### src/design/arsr_pkg.sv
// Package of constants and types for the converter result and scan block.
package arsr_pkg;

  // ****************************************************************
  // Register offsets
  // ****************************************************************
  localparam logic [7:0] OFF_STATUS_CTRL = 8'h57;
  localparam logic [7:0] OFF_MODE_CTRL = 8'h58;
  localparam logic [7:0] OFF_RESULT_HIGH = 8'h59;
  localparam logic [7:0] OFF_RESULT_LOW = 8'h5A;
  localparam logic [7:0] OFF_SCAN_CH1 = 8'h5B;
  localparam logic [7:0] OFF_SCAN_CH2 = 8'h5C;
  localparam logic [7:0] OFF_SCAN_CH3 = 8'h5D;
  localparam logic [7:0] OFF_SCAN_CTRL = 8'h5E;
  localparam logic [7:0] OFF_IRQ_STATUS = 8'h60;
  localparam logic [7:0] OFF_IRQ_MASK = 8'h61;

  // ****************************************************************
  // Field positions
  // ****************************************************************
  localparam int POS_DONE_FLAG = 7;
  localparam int POS_IRQ_EN = 6;
  localparam int POS_CONT = 5;
  localparam int POS_MODE_LO = 2;
  localparam int POS_SCAN_EN = 2;
  localparam int POS_COUNT_LO = 0;
  localparam int POS_EV_DONE = 0;
  localparam int POS_EV_LOST = 1;

  // ****************************************************************
  // Reset values
  // ****************************************************************
  localparam logic [7:0] RST_BYTE = 8'h00;
  localparam logic [1:0] RST_MODE = 2'h1;
  localparam logic [1:0] RST_COUNT = 2'h0;

  // ****************************************************************
  // Types
  // ****************************************************************
  typedef enum logic [1:0] {
    JUST_TRUNC = 2'h0,
    JUST_RIGHT = 2'h1,
    JUST_LEFT = 2'h2,
    JUST_SIGNED = 2'h3
  } arsr_just_t;

  typedef enum logic [2:0] {
    ST_OPEN = 3'h1,
    ST_HELD = 3'h2,
    ST_SKIP = 3'h4
  } arsr_lock_t;

  typedef struct packed {
    logic [7:0] addr;
    logic [7:0] wdata;
    logic wr;
    logic rd;
  } arsr_bus_t;

  typedef struct packed {
    logic valid;
    logic [1:0] channel;
    logic scanning;
    logic [9:0] value;
  } arsr_conv_t;

endpackage : arsr_pkg

### src/design/arsr_regs.sv
// Result formatting, read interlock and scan control registers.
`timescale 1ns/100ps
module arsr_regs #(
  parameter int RES_WIDTH = 10
) (
  // Clock and reset
  input wire logic clk_sys,
  input wire logic reset,
  // Register port
  input wire arsr_pkg::arsr_bus_t bus,
  output logic [7:0] rdata,
  // Conversion core
  input wire arsr_pkg::arsr_conv_t conv,
  output logic scan_enable,
  output logic [1:0] scan_count,
  output logic continuous_convert,
  // Interrupt
  output logic irq
);

  // ****************************************************************
  // Parameter check
  // ****************************************************************
  if (RES_WIDTH != 10) begin : g_bad_width
    $error("Only a 10-bit result is supported.");
  end

  // ****************************************************************
  // State
  // ****************************************************************
  logic [7:0] high_reg, high_next;
  logic [7:0] low_reg, low_next;
  logic [7:0] scan_res_reg [1:3];
  logic [7:0] scan_res_next [1:3];
  arsr_pkg::arsr_just_t mode_reg, mode_next;
  arsr_pkg::arsr_lock_t lock_reg, lock_next;
  logic irq_en_reg, irq_en_next;
  logic cont_reg, cont_next;
  logic done_reg, done_next;
  logic req_reg, req_next;
  logic scan_en_reg, scan_en_next;
  logic [1:0] count_reg, count_next;
  logic [1:0] ev_stat_reg, ev_stat_next;
  logic [1:0] ev_mask_reg, ev_mask_next;
  logic [7:0] rdata_reg, rdata_next;
  logic irq_reg, irq_next;

  // ****************************************************************
  // Decoding
  // ****************************************************************
  function automatic logic hit(input arsr_pkg::arsr_bus_t b,
                               input logic [7:0] off);
    hit = b.addr == off;
  endfunction : hit

  logic rd_high, rd_low, wr_sc, result0, lost;
  logic [7:0] fmt_high, fmt_low;

  always_comb begin
    rd_high = bus.rd && hit(bus, arsr_pkg::OFF_RESULT_HIGH);
    rd_low = bus.rd && hit(bus, arsr_pkg::OFF_RESULT_LOW);
    wr_sc = bus.wr && hit(bus, arsr_pkg::OFF_STATUS_CTRL);
    // Channel 0 of a scan, or any single conversion, lands in register 0.
    result0 = conv.valid && (!conv.scanning || conv.channel == 2'h0);
    case (mode_reg)
      arsr_pkg::JUST_TRUNC: begin
        fmt_high = 8'h00;
        fmt_low = conv.value[9:2];
      end
      arsr_pkg::JUST_RIGHT: begin
        fmt_high = {6'h00, conv.value[9:8]};
        fmt_low = conv.value[7:0];
      end
      arsr_pkg::JUST_LEFT: begin
        fmt_high = conv.value[9:2];
        fmt_low = {conv.value[1:0], 6'h00};
      end
      default: begin
        fmt_high = {~conv.value[9], conv.value[8:2]};
        fmt_low = {conv.value[1:0], 6'h00};
      end
    endcase
  end

  // ****************************************************************
  // Result pair and interlock
  // ****************************************************************
  always_comb begin
    high_next = high_reg;
    low_next = low_reg;
    lock_next = lock_reg;
    lost = 1'b0;
    case (lock_reg)
      arsr_pkg::ST_OPEN: begin
        if (rd_high && mode_reg != arsr_pkg::JUST_TRUNC) begin
          lock_next = arsr_pkg::ST_HELD;
        end
      end
      arsr_pkg::ST_HELD: begin
        if (rd_low) begin
          lock_next = arsr_pkg::ST_OPEN;
        end
      end
      default: begin
        lock_next = arsr_pkg::ST_OPEN;
      end
    endcase
    if (result0) begin
      // Truncated mode never holds, so a pending lock is ignored there. A
      // high-byte read in the same cycle pins the pair already: taking the
      // result then would pair an old high byte with a new low byte.
      if (mode_reg != arsr_pkg::JUST_TRUNC &&
          ((lock_reg == arsr_pkg::ST_HELD && !rd_low) ||
           (lock_reg == arsr_pkg::ST_OPEN && rd_high))) begin
        lost = 1'b1;
      end else begin
        high_next = fmt_high;
        low_next = fmt_low;
      end
    end
  end

  // ****************************************************************
  // Scan result registers
  // ****************************************************************
  for (genvar i = 1; i <= 3; i++) begin : g_scan
    always_comb begin
      scan_res_next[i] = scan_res_reg[i];
      if (conv.valid && conv.scanning && mode_reg == arsr_pkg::JUST_TRUNC &&
          conv.channel == 2'(i)) begin
        scan_res_next[i] = conv.value[9:2];
      end
    end
    always_ff @(posedge clk_sys) begin
      if (reset) begin
        scan_res_reg[i] <= arsr_pkg::RST_BYTE;
      end else begin
        scan_res_reg[i] <= scan_res_next[i];
      end
    end
  end

  // ****************************************************************
  // Control, flags and read data
  // ****************************************************************
  always_comb begin
    mode_next = mode_reg;
    irq_en_next = irq_en_reg;
    cont_next = cont_reg;
    scan_en_next = scan_en_reg;
    count_next = count_reg;
    ev_mask_next = ev_mask_reg;
    done_next = done_reg;
    req_next = req_reg;
    ev_stat_next = ev_stat_reg;
    if (wr_sc) begin
      irq_en_next = bus.wdata[arsr_pkg::POS_IRQ_EN];
      cont_next = bus.wdata[arsr_pkg::POS_CONT];
      req_next = 1'b0;
    end
    if (bus.wr && hit(bus, arsr_pkg::OFF_MODE_CTRL)) begin
      mode_next = arsr_pkg::arsr_just_t'(
        bus.wdata[arsr_pkg::POS_MODE_LO +: 2]);
    end
    if (bus.wr && hit(bus, arsr_pkg::OFF_SCAN_CTRL)) begin
      scan_en_next = bus.wdata[arsr_pkg::POS_SCAN_EN];
      count_next = bus.wdata[arsr_pkg::POS_COUNT_LO +: 2];
    end
    if (bus.wr && hit(bus, arsr_pkg::OFF_IRQ_MASK)) begin
      ev_mask_next = bus.wdata[1:0];
    end
    if (bus.wr && hit(bus, arsr_pkg::OFF_IRQ_STATUS)) begin
      ev_stat_next = ev_stat_reg & ~bus.wdata[1:0];
    end
    if (rd_high || rd_low) begin
      done_next = 1'b0;
      req_next = 1'b0;
    end
    // Setting follows clearing so a same-cycle event is never lost.
    if (conv.valid) begin
      done_next = done_next | ~irq_en_reg;
      req_next = req_next | irq_en_reg;
      ev_stat_next[arsr_pkg::POS_EV_DONE] = 1'b1;
    end
    if (lost) begin
      ev_stat_next[arsr_pkg::POS_EV_LOST] = 1'b1;
    end
    irq_next = req_next || |(ev_stat_next & ev_mask_next);
    rdata_next = 8'h00;
    if (bus.rd) begin
      case (bus.addr)
        arsr_pkg::OFF_STATUS_CTRL: begin
          rdata_next[arsr_pkg::POS_DONE_FLAG] = done_reg;
          rdata_next[arsr_pkg::POS_IRQ_EN] = irq_en_reg;
          rdata_next[arsr_pkg::POS_CONT] = cont_reg;
        end
        arsr_pkg::OFF_MODE_CTRL: begin
          rdata_next[arsr_pkg::POS_MODE_LO +: 2] = mode_reg;
        end
        arsr_pkg::OFF_RESULT_HIGH: rdata_next = high_reg;
        arsr_pkg::OFF_RESULT_LOW: rdata_next = low_reg;
        arsr_pkg::OFF_SCAN_CH1: rdata_next = scan_res_reg[1];
        arsr_pkg::OFF_SCAN_CH2: rdata_next = scan_res_reg[2];
        arsr_pkg::OFF_SCAN_CH3: rdata_next = scan_res_reg[3];
        arsr_pkg::OFF_SCAN_CTRL: begin
          rdata_next[arsr_pkg::POS_SCAN_EN] = scan_en_reg;
          rdata_next[arsr_pkg::POS_COUNT_LO +: 2] = count_reg;
        end
        arsr_pkg::OFF_IRQ_STATUS: rdata_next[1:0] = ev_stat_reg;
        arsr_pkg::OFF_IRQ_MASK: rdata_next[1:0] = ev_mask_reg;
        default: rdata_next = 8'h00;
      endcase
    end
  end

  always_ff @(posedge clk_sys) begin
    if (reset) begin
      high_reg <= arsr_pkg::RST_BYTE;
      low_reg <= arsr_pkg::RST_BYTE;
      lock_reg <= arsr_pkg::ST_OPEN;
      mode_reg <= arsr_pkg::arsr_just_t'(arsr_pkg::RST_MODE);
      irq_en_reg <= 1'b0;
      cont_reg <= 1'b0;
      done_reg <= 1'b0;
      req_reg <= 1'b0;
      scan_en_reg <= 1'b0;
      count_reg <= arsr_pkg::RST_COUNT;
      ev_stat_reg <= 2'h0;
      ev_mask_reg <= 2'h0;
      rdata_reg <= 8'h00;
      irq_reg <= 1'b0;
    end else begin
      high_reg <= high_next;
      low_reg <= low_next;
      lock_reg <= lock_next;
      mode_reg <= mode_next;
      irq_en_reg <= irq_en_next;
      cont_reg <= cont_next;
      done_reg <= done_next;
      req_reg <= req_next;
      scan_en_reg <= scan_en_next;
      count_reg <= count_next;
      ev_stat_reg <= ev_stat_next;
      ev_mask_reg <= ev_mask_next;
      rdata_reg <= rdata_next;
      irq_reg <= irq_next;
    end
  end

  assign rdata = rdata_reg;
  assign irq = irq_reg;
  assign scan_enable = scan_en_reg;
  assign scan_count = count_reg;
  assign continuous_convert = cont_reg;
endmodule : arsr_regs

### config.mk
export PLATFORM = sky130hd
export DESIGN_NAME = arsr_regs
export DESIGN_NICKNAME = d
export VERILOG_FILES = /design/src/design/arsr_pkg.sv /design/src/design/arsr_regs.sv
export SDC_FILE = /design/constraint.sdc
export NUM_CORES = 1
export LEC_CHECK = 0
export BUFFER_PORTS_ARGS = -buffer_cell sky130_fd_sc_hd__buf_2
export CAP_MARGIN = 20
export CORE_MARGIN = 2
export CORE_UTILIZATION = 35
export CTS_CLUSTER_SIZE = 30
export DETAILED_ROUTE_END_ITERATION = 8
export PLACE_DENSITY_LB_ADDON = 0.25
export SETUP_SLACK_MARGIN = 0.5
export SLEW_MARGIN = 20
export SYNTH_ARGS = -nofsm -noshare
export SYNTH_HDL_FRONTEND = slang
export SYNTH_SLANG_ARGS = --single-unit
### constraint.sdc
create_clock -name clk_sys -period 2.29 [get_ports clk_sys]
set_clock_uncertainty 0.2 [all_clocks]
set_input_delay 0.229 -clock clk_sys [delete_from_list [all_inputs] [get_ports clk_sys]]
set_output_delay 0.229 -clock clk_sys [all_outputs]
set_load 0.02 [all_outputs]
# Word-level counts from Yosys, hierarchy flattened
# Memories as Yosys holds them, arrays and structs flattened.
# Cells that the tools add are included.
totals:
  regBits: 41
  ram_bits: 24
  in_bits: 34
  output_inout_bits: 13
  elab_cells: 106
  memories: 1
mem_list:
  columns: ["memory", "depth", "width", "rd", "rd_ports_with_merged_regs", "wr", "line_no", "source"]
  rows:
  - ["scan_res_reg", 3, 8, 3, 0, 3, "arsr_regs.sv:33", "logic [7:0] scan_res_reg [1:3];"]
classes:
  n_eq_ne: 19
  mux: 30
  n_bitwise: 12
  reduce_logical: 30
ops:
  columns: ["op", "count"]
  rows:
  - ["$eq 8x7->1 const B", 10]
  - ["$mux 8", 6]
  - ["$pmux 8 s3", 1]
  - ["$pmux 3 s6", 1]
  - ["$logic_and 1x1->1", 17]
  - ["$pmux 2 s8", 1]
  - ["$pmux 8 s2", 1]
  - ["$mux 1", 12]
  - ["$pmux 1 s7", 1]
  - ["$eq 2x2->1 const B", 3]
  - ["$mux 3", 2]
  - ["$pmux 1 s6", 1]
  - ["$pmux 3 s2", 1]
  - ["$or 1x1->1", 5]
  - ["$pmux 1 s5", 1]
  - ["$and 2x2->2", 2]
  - ["$eq 2x1->1 const B", 2]
  - ["$logic_not 2->1", 2]
  - ["$logic_or 1x1->1", 4]
  - ["$mux 2", 2]
  - ["$ne 2x2->1 const B", 2]
  - ["$not 1->1", 4]
  - ["$reduce_and 2->1", 2]
  - ["$reduce_or 2->1", 2]
  - ["other kinds (5)", 6]

# Logic depth before layout (Yosys ltp)
logic_depth:
  ltp_word: 12
  ltp_mapped: 8
  depth_no_buf: 5

# Least setup slack after synthesis
# No wires, ideal clock.
synth_path:
  kind: "input to register"
  from: "input bus[15] (netlist name)"
  to: "register low_reg[1]"
  setup_ps: 68
  arrival_ps: 1734
  required_ps: 2022
  path_slack_ps: 288
  cell_stages: 7
  n_path_buf: 2
  path_cell_list: "or3b_4 > or4_4 > o211ai_2 > buf_6 > buf_12 > nand2_1 > a21oi_2"
synth_via:
  elab_chain_cells: 8
  elab_cells_between_ends: 11
  cone_classes: "2 x eq/ne; 1 x bitwise; 8 x reduce/logical"
synth_rtl:
  columns: ["element", "line_no", "source"]
  rows:
  - ["from (decl)", "arsr_regs.sv:10", "input wire arsr_pkg::arsr_bus_t bus,"]
  - ["$eq 8x7->1", "arsr_regs.sv:53", "hit = b.addr == off;"]
  - ["$logic_and 1x1->1", "arsr_regs.sv:61", "rd_low = bus.rd && hit(bus, arsr_pkg::OFF_RESULT_LOW);"]
  - ["$logic_not 1->1", "arsr_regs.sv:113", "((lock_reg == arsr_pkg::ST_HELD && !rd_low) ||"]
  - ["$logic_and 1x1->1", "arsr_regs.sv:113", null]
  - ["$logic_or 1x1->1 *", "arsr_regs.sv:113", null]
  - ["$logic_and 1x1->1 *", "arsr_regs.sv:112", "if (mode_reg != arsr_pkg::JUST_TRUNC &&"]
  - ["$not 1->1 (no line) *", null, null]
  - ["$reduce_and 2->1 (no line) *", null, null]
  - ["to (signal assigned)", "arsr_regs.sv:219", "low_reg <= arsr_pkg::RST_BYTE;"]
  - ["to (signal assigned)", "arsr_regs.sv:234", "low_reg <= low_next;"]
  - ["to (decl)", "arsr_regs.sv:32", "logic [7:0] low_reg, low_next;"]
# Mark *: on every way between the ends. The rest lies on a longest branch, timed or not.
# A chain may end at the register's enable or synchronous reset.

# Worst setup path in the final report
layout_path:
  from: "register lock_reg[1]"
  to: "register low_reg[3]"
layout_via:
  elab_chain_cells: 6
  elab_cells_between_ends: 8
  cone_classes: "2 x eq/ne; 1 x bitwise; 5 x reduce/logical"
layout_rtl:
  columns: ["element", "line_no", "source"]
  rows:
  - ["from (decl)", "arsr_regs.sv:36", "arsr_pkg::arsr_lock_t lock_reg, lock_next;"]
  - ["from (signal assigned)", "arsr_regs.sv:220", "lock_reg <= arsr_pkg::ST_OPEN;"]
  - ["from (signal assigned)", "arsr_regs.sv:235", "lock_reg <= lock_next;"]
  - ["$eq 3x2->1 / $eq 3x1->1 (equally long branches)", "arsr_regs.sv:113, arsr_regs.sv:114", null]
  - ["$logic_and 1x1->1, on equally long branches", "arsr_regs.sv:113, arsr_regs.sv:114", null]
  - ["$logic_or 1x1->1 *", "arsr_regs.sv:113", null]
  - ["$logic_and 1x1->1 *", "arsr_regs.sv:112", null]
  - ["$not 1->1 (no line) *", null, null]
  - ["$reduce_and 2->1 (no line) *", null, null]
# Marks and branches as above.

==> impl_results.md <==
* P_leak at approximately 1.7 nW
* CP Launch Point: lock_reg[1]
* 1st-iter DRT viols at approximately 160
* First-pass GRT wire length at ~14,000 um
* Placed cells at about 500
* Die footprint at about 9700 um2
* Cell variety after synth at about 60
* Hpwl dp at about 6300 um
* Number of max-cap violations at 0
* P per Cell Area at about 590 nW/um2
* Htree depth at 3
* Setup_tns at 0 ns
* Critical path fanouts, max at 7
* Num CTS Buffers at 9
* FFs w/ async S/R, synth at 0%
* Number of setup buffers added after CTS at 0
* ANT nets after route at 0
* Slew Viols, Final at 0
* Top_reg_cell synth: dfxtp_1
* Post-synth EDFFs at 0
* Peak VDD IR at 0.000257 V
* GRT Total Usage at between 10% and 20%
* Core area at roughly 8700 um2
* Hold_sp: conv[5]
* Largest buffer count on any clock path at 2
* Root Buffer: clkbuf_8
* Final non-filler cell total at approximately 520
* GPL Wtd Cong at 0.858
* Clk_lat worst skew at 0.34 ns
* Via-to-Cell Ratio at ~5.3
* 1st-pass router iterations at 4
* Final min period at ~1.9 ns
* Final instance area at approximately 3900 um2
* Synth top cells by count: dfxtp_1, mux2i_1, nor2_1
* Critical path cell sequence: nand4bb_1 > or4_4 > o211ai_4 > buf_6 > or3_1 > a21oi_1
* Placed Area at between 3000 and 4000 um2
* Mapped Cells at between 300 and 400
* Rel. slew slack at about 72%
* Switching power at roughly 0.00056 W
* DR vias at between 2,000 and 3,000
* Total internal power at roughly 0.0018 W
* Worst reg2reg startpoint: lock_reg[1]
* Classification of the worst setup path: reg2reg
* Post-synthesis sequential area ratio at 40.9%
* Most common cell in the netlist: dfxtp_1
* FMAX at roughly 540 MHz
* Number of global-route vias before repair at around 2,700
* WL/cell at approximately 17 um
* Synth top area cells: dfxtp_1, mux2i_1, nor2_1
* Gr ovfl total at 0
* RSZ-0062 raised after global routing: yes
* Setup Viol. Count Final at 0
* Diode count at 0
* Area leader, netlist: dfxtp_1
* Sw frac at 24.0%
* Final #Nets at roughly 450
* Syn Nets at between 300 and 400
* Clock sink total at 64
* Synth Cell Area at approximately 3100 um2
* Clk slew on worst S/H paths at roughly 0.070 ns
* Flops & latches, synth at 64
* Area Overhead vs Synth at 25.7%
* Power share of the combinational group at about a tenth
* Critical Path Start Type: flop
* Worst slew pin tran at slightly above 0.4 ns
* Die width at ~100 um
* Top Ports at 47
* Post-Route WL at a little under 9000 um
* Crit share post-route at between 80% and 90%
* Status: finished, final reports clean
* Critical Path Max Stage Delay at around 0.54 ns
* Final routed DRC violation total at 0
* Layout filler cell count at between 800 and 900
* Crit path DAT at 1.86 ns
* Area share of the largest cell type after synthesis at 40.9%
* CTS tree: built
* Synth Area per Inst at 9.11 um2
* Hold WC Path Type: in2reg
* Core Rows at 34
* Worst endpoint required time at around 2.3 ns
* Initial Util at 35.9%
* Share of layout cells above drive strength 1 at between 30 and 40%
* Clock share of power at between 40% and 50%
* Seq pwr share at 48.3%
* Max reg flops at 24
* Slowest CP cell: or4_4
* Largest net degree at the start of global routing at 37
* Yosys warnings at 0
* Final-report hold violation count at 0
* Die Y at 98.6 um
* Port Buf Inserts at 44
* Crit path capture type: flop
* Overall Power at between 0.002 and 0.0025 W
* Initial antenna violation count at 0
==> area by class of cell <==
cell class              count  area [um2]  share of cell area, %
flip-flops and latches     64        1280                   32.6
multi-input cells         253        1800                   45.6
inverters                   3        11.3                  0.286
clock inverters             3        40.0                   1.02
repair buffers             80         517                   13.1
well taps                 108         135                   3.43
clock buffers              13         159                   4.03
==> logic make-up (layout without fill, tap and decap cells) <==
| family | after synthesis | count (layout) | synth area share, % |
|---|---|---|---|
| DFF | 64 | 64 | 40.9 |
| AOI/OAI and AO/OA | 70 | 70 | 14.8 |
| and+or+nand+nor | 132 | 132 | 22.2 |
| xor gates and xnor gates | 1 | 1 | 0.279 |
| muxes | 50 | 50 | 16.6 |
| buffers and inverters | 27 | 99 | 5.19 |
==> per-layer routing <==
metal	global-route usage, %	vias to the layer above	routed length, um
li1	-	1369	-
met1	25.4	1349	4120
met2	30.1	63	4140
met3	5.74	10	480
met4	5.80	0	140
met5	0	-	0
==> placed cells by master (no fill, tap or decap), types with 3 or more instances in the layout <==
master / count
a21oi_1: 27
a21oi_2: 3
a22o_1: 5
a22oi_1: 4
and3_1: 3
buf_2: 44
buf_4: 27
buf_6: 3
clkbuf_8: 11
dfxtp_1: 62
dlygate4sd3_1: 6
inv_1: 3
mux2_2: 6
mux2i_1: 43
nand2_1: 29
nand2b_1: 6
nand3_1: 10
nand3b_1: 4
nor2_1: 39
nor2b_1: 6
nor3_1: 5
o21ai_0: 5
or3_1: 3
or3_2: 3
==> power by group through the flow <==
stage / Sequential [W] / Clock [W] / Combinational [W]
floorplan: 0.00116 / 0 / 0.000122
global placement: 0.00116 / 0 / 0.000208
detailed placement: 0.00116 / 0 / 0.000209
CTS: 0.00113 / 0.000998 / 0.000221
global route: 0.00113 / 0.00107 / 0.000247
finish: 0.00113 / 0.000984 / 0.000227
==> repair_timing <==
item / in CTS / in global routing
hold buffers: 6 / 0
endpoints found under the hold margin: 8 / 0
pin swaps: 5 / 4
gates cloned: 0 / 0
setup endpoints to repair: 20 / 27
gates resized for setup: 7 / 12
==> critical path, delay by kind of cell (launching register included) <==
kind	cells	cell delay (ns)
AND/OR/NAND/NOR	3	0.81
flip-flops	1	0.31
AO/OA/AOI/OAI	2	0.22
buffers and inverters	1	0.17
==> through the flow <==
step	utilization [%]	setup slack (ns)	hold WS [ns]
2_1_floorplan	-	0.350	0.162
3_3_place_gp	41.4	0.112	0.237
3_5_place_dp	41.4	0.0810	0.247
4_1_cts	44.7	0.432	0.00159
5_1_grt	45.2	0.357	0.00212
6_report	45.2	0.436	0.00726
==> path summary, 6_finish.rpt <==
| path | endpoint | slack, ns | cells past startpoint |
|---|---|---|---|
| hold / removal | high_reg[3] | 0.007 | 3 |
| setup / recovery | low_reg[3] | 0.44 | 6 |
| setup reg to reg | low_reg[3] | 0.44 | 6 |
| hold reg to reg | high_reg[2] | 0.25 | 2 |
(Power assumes the default switching activity.)
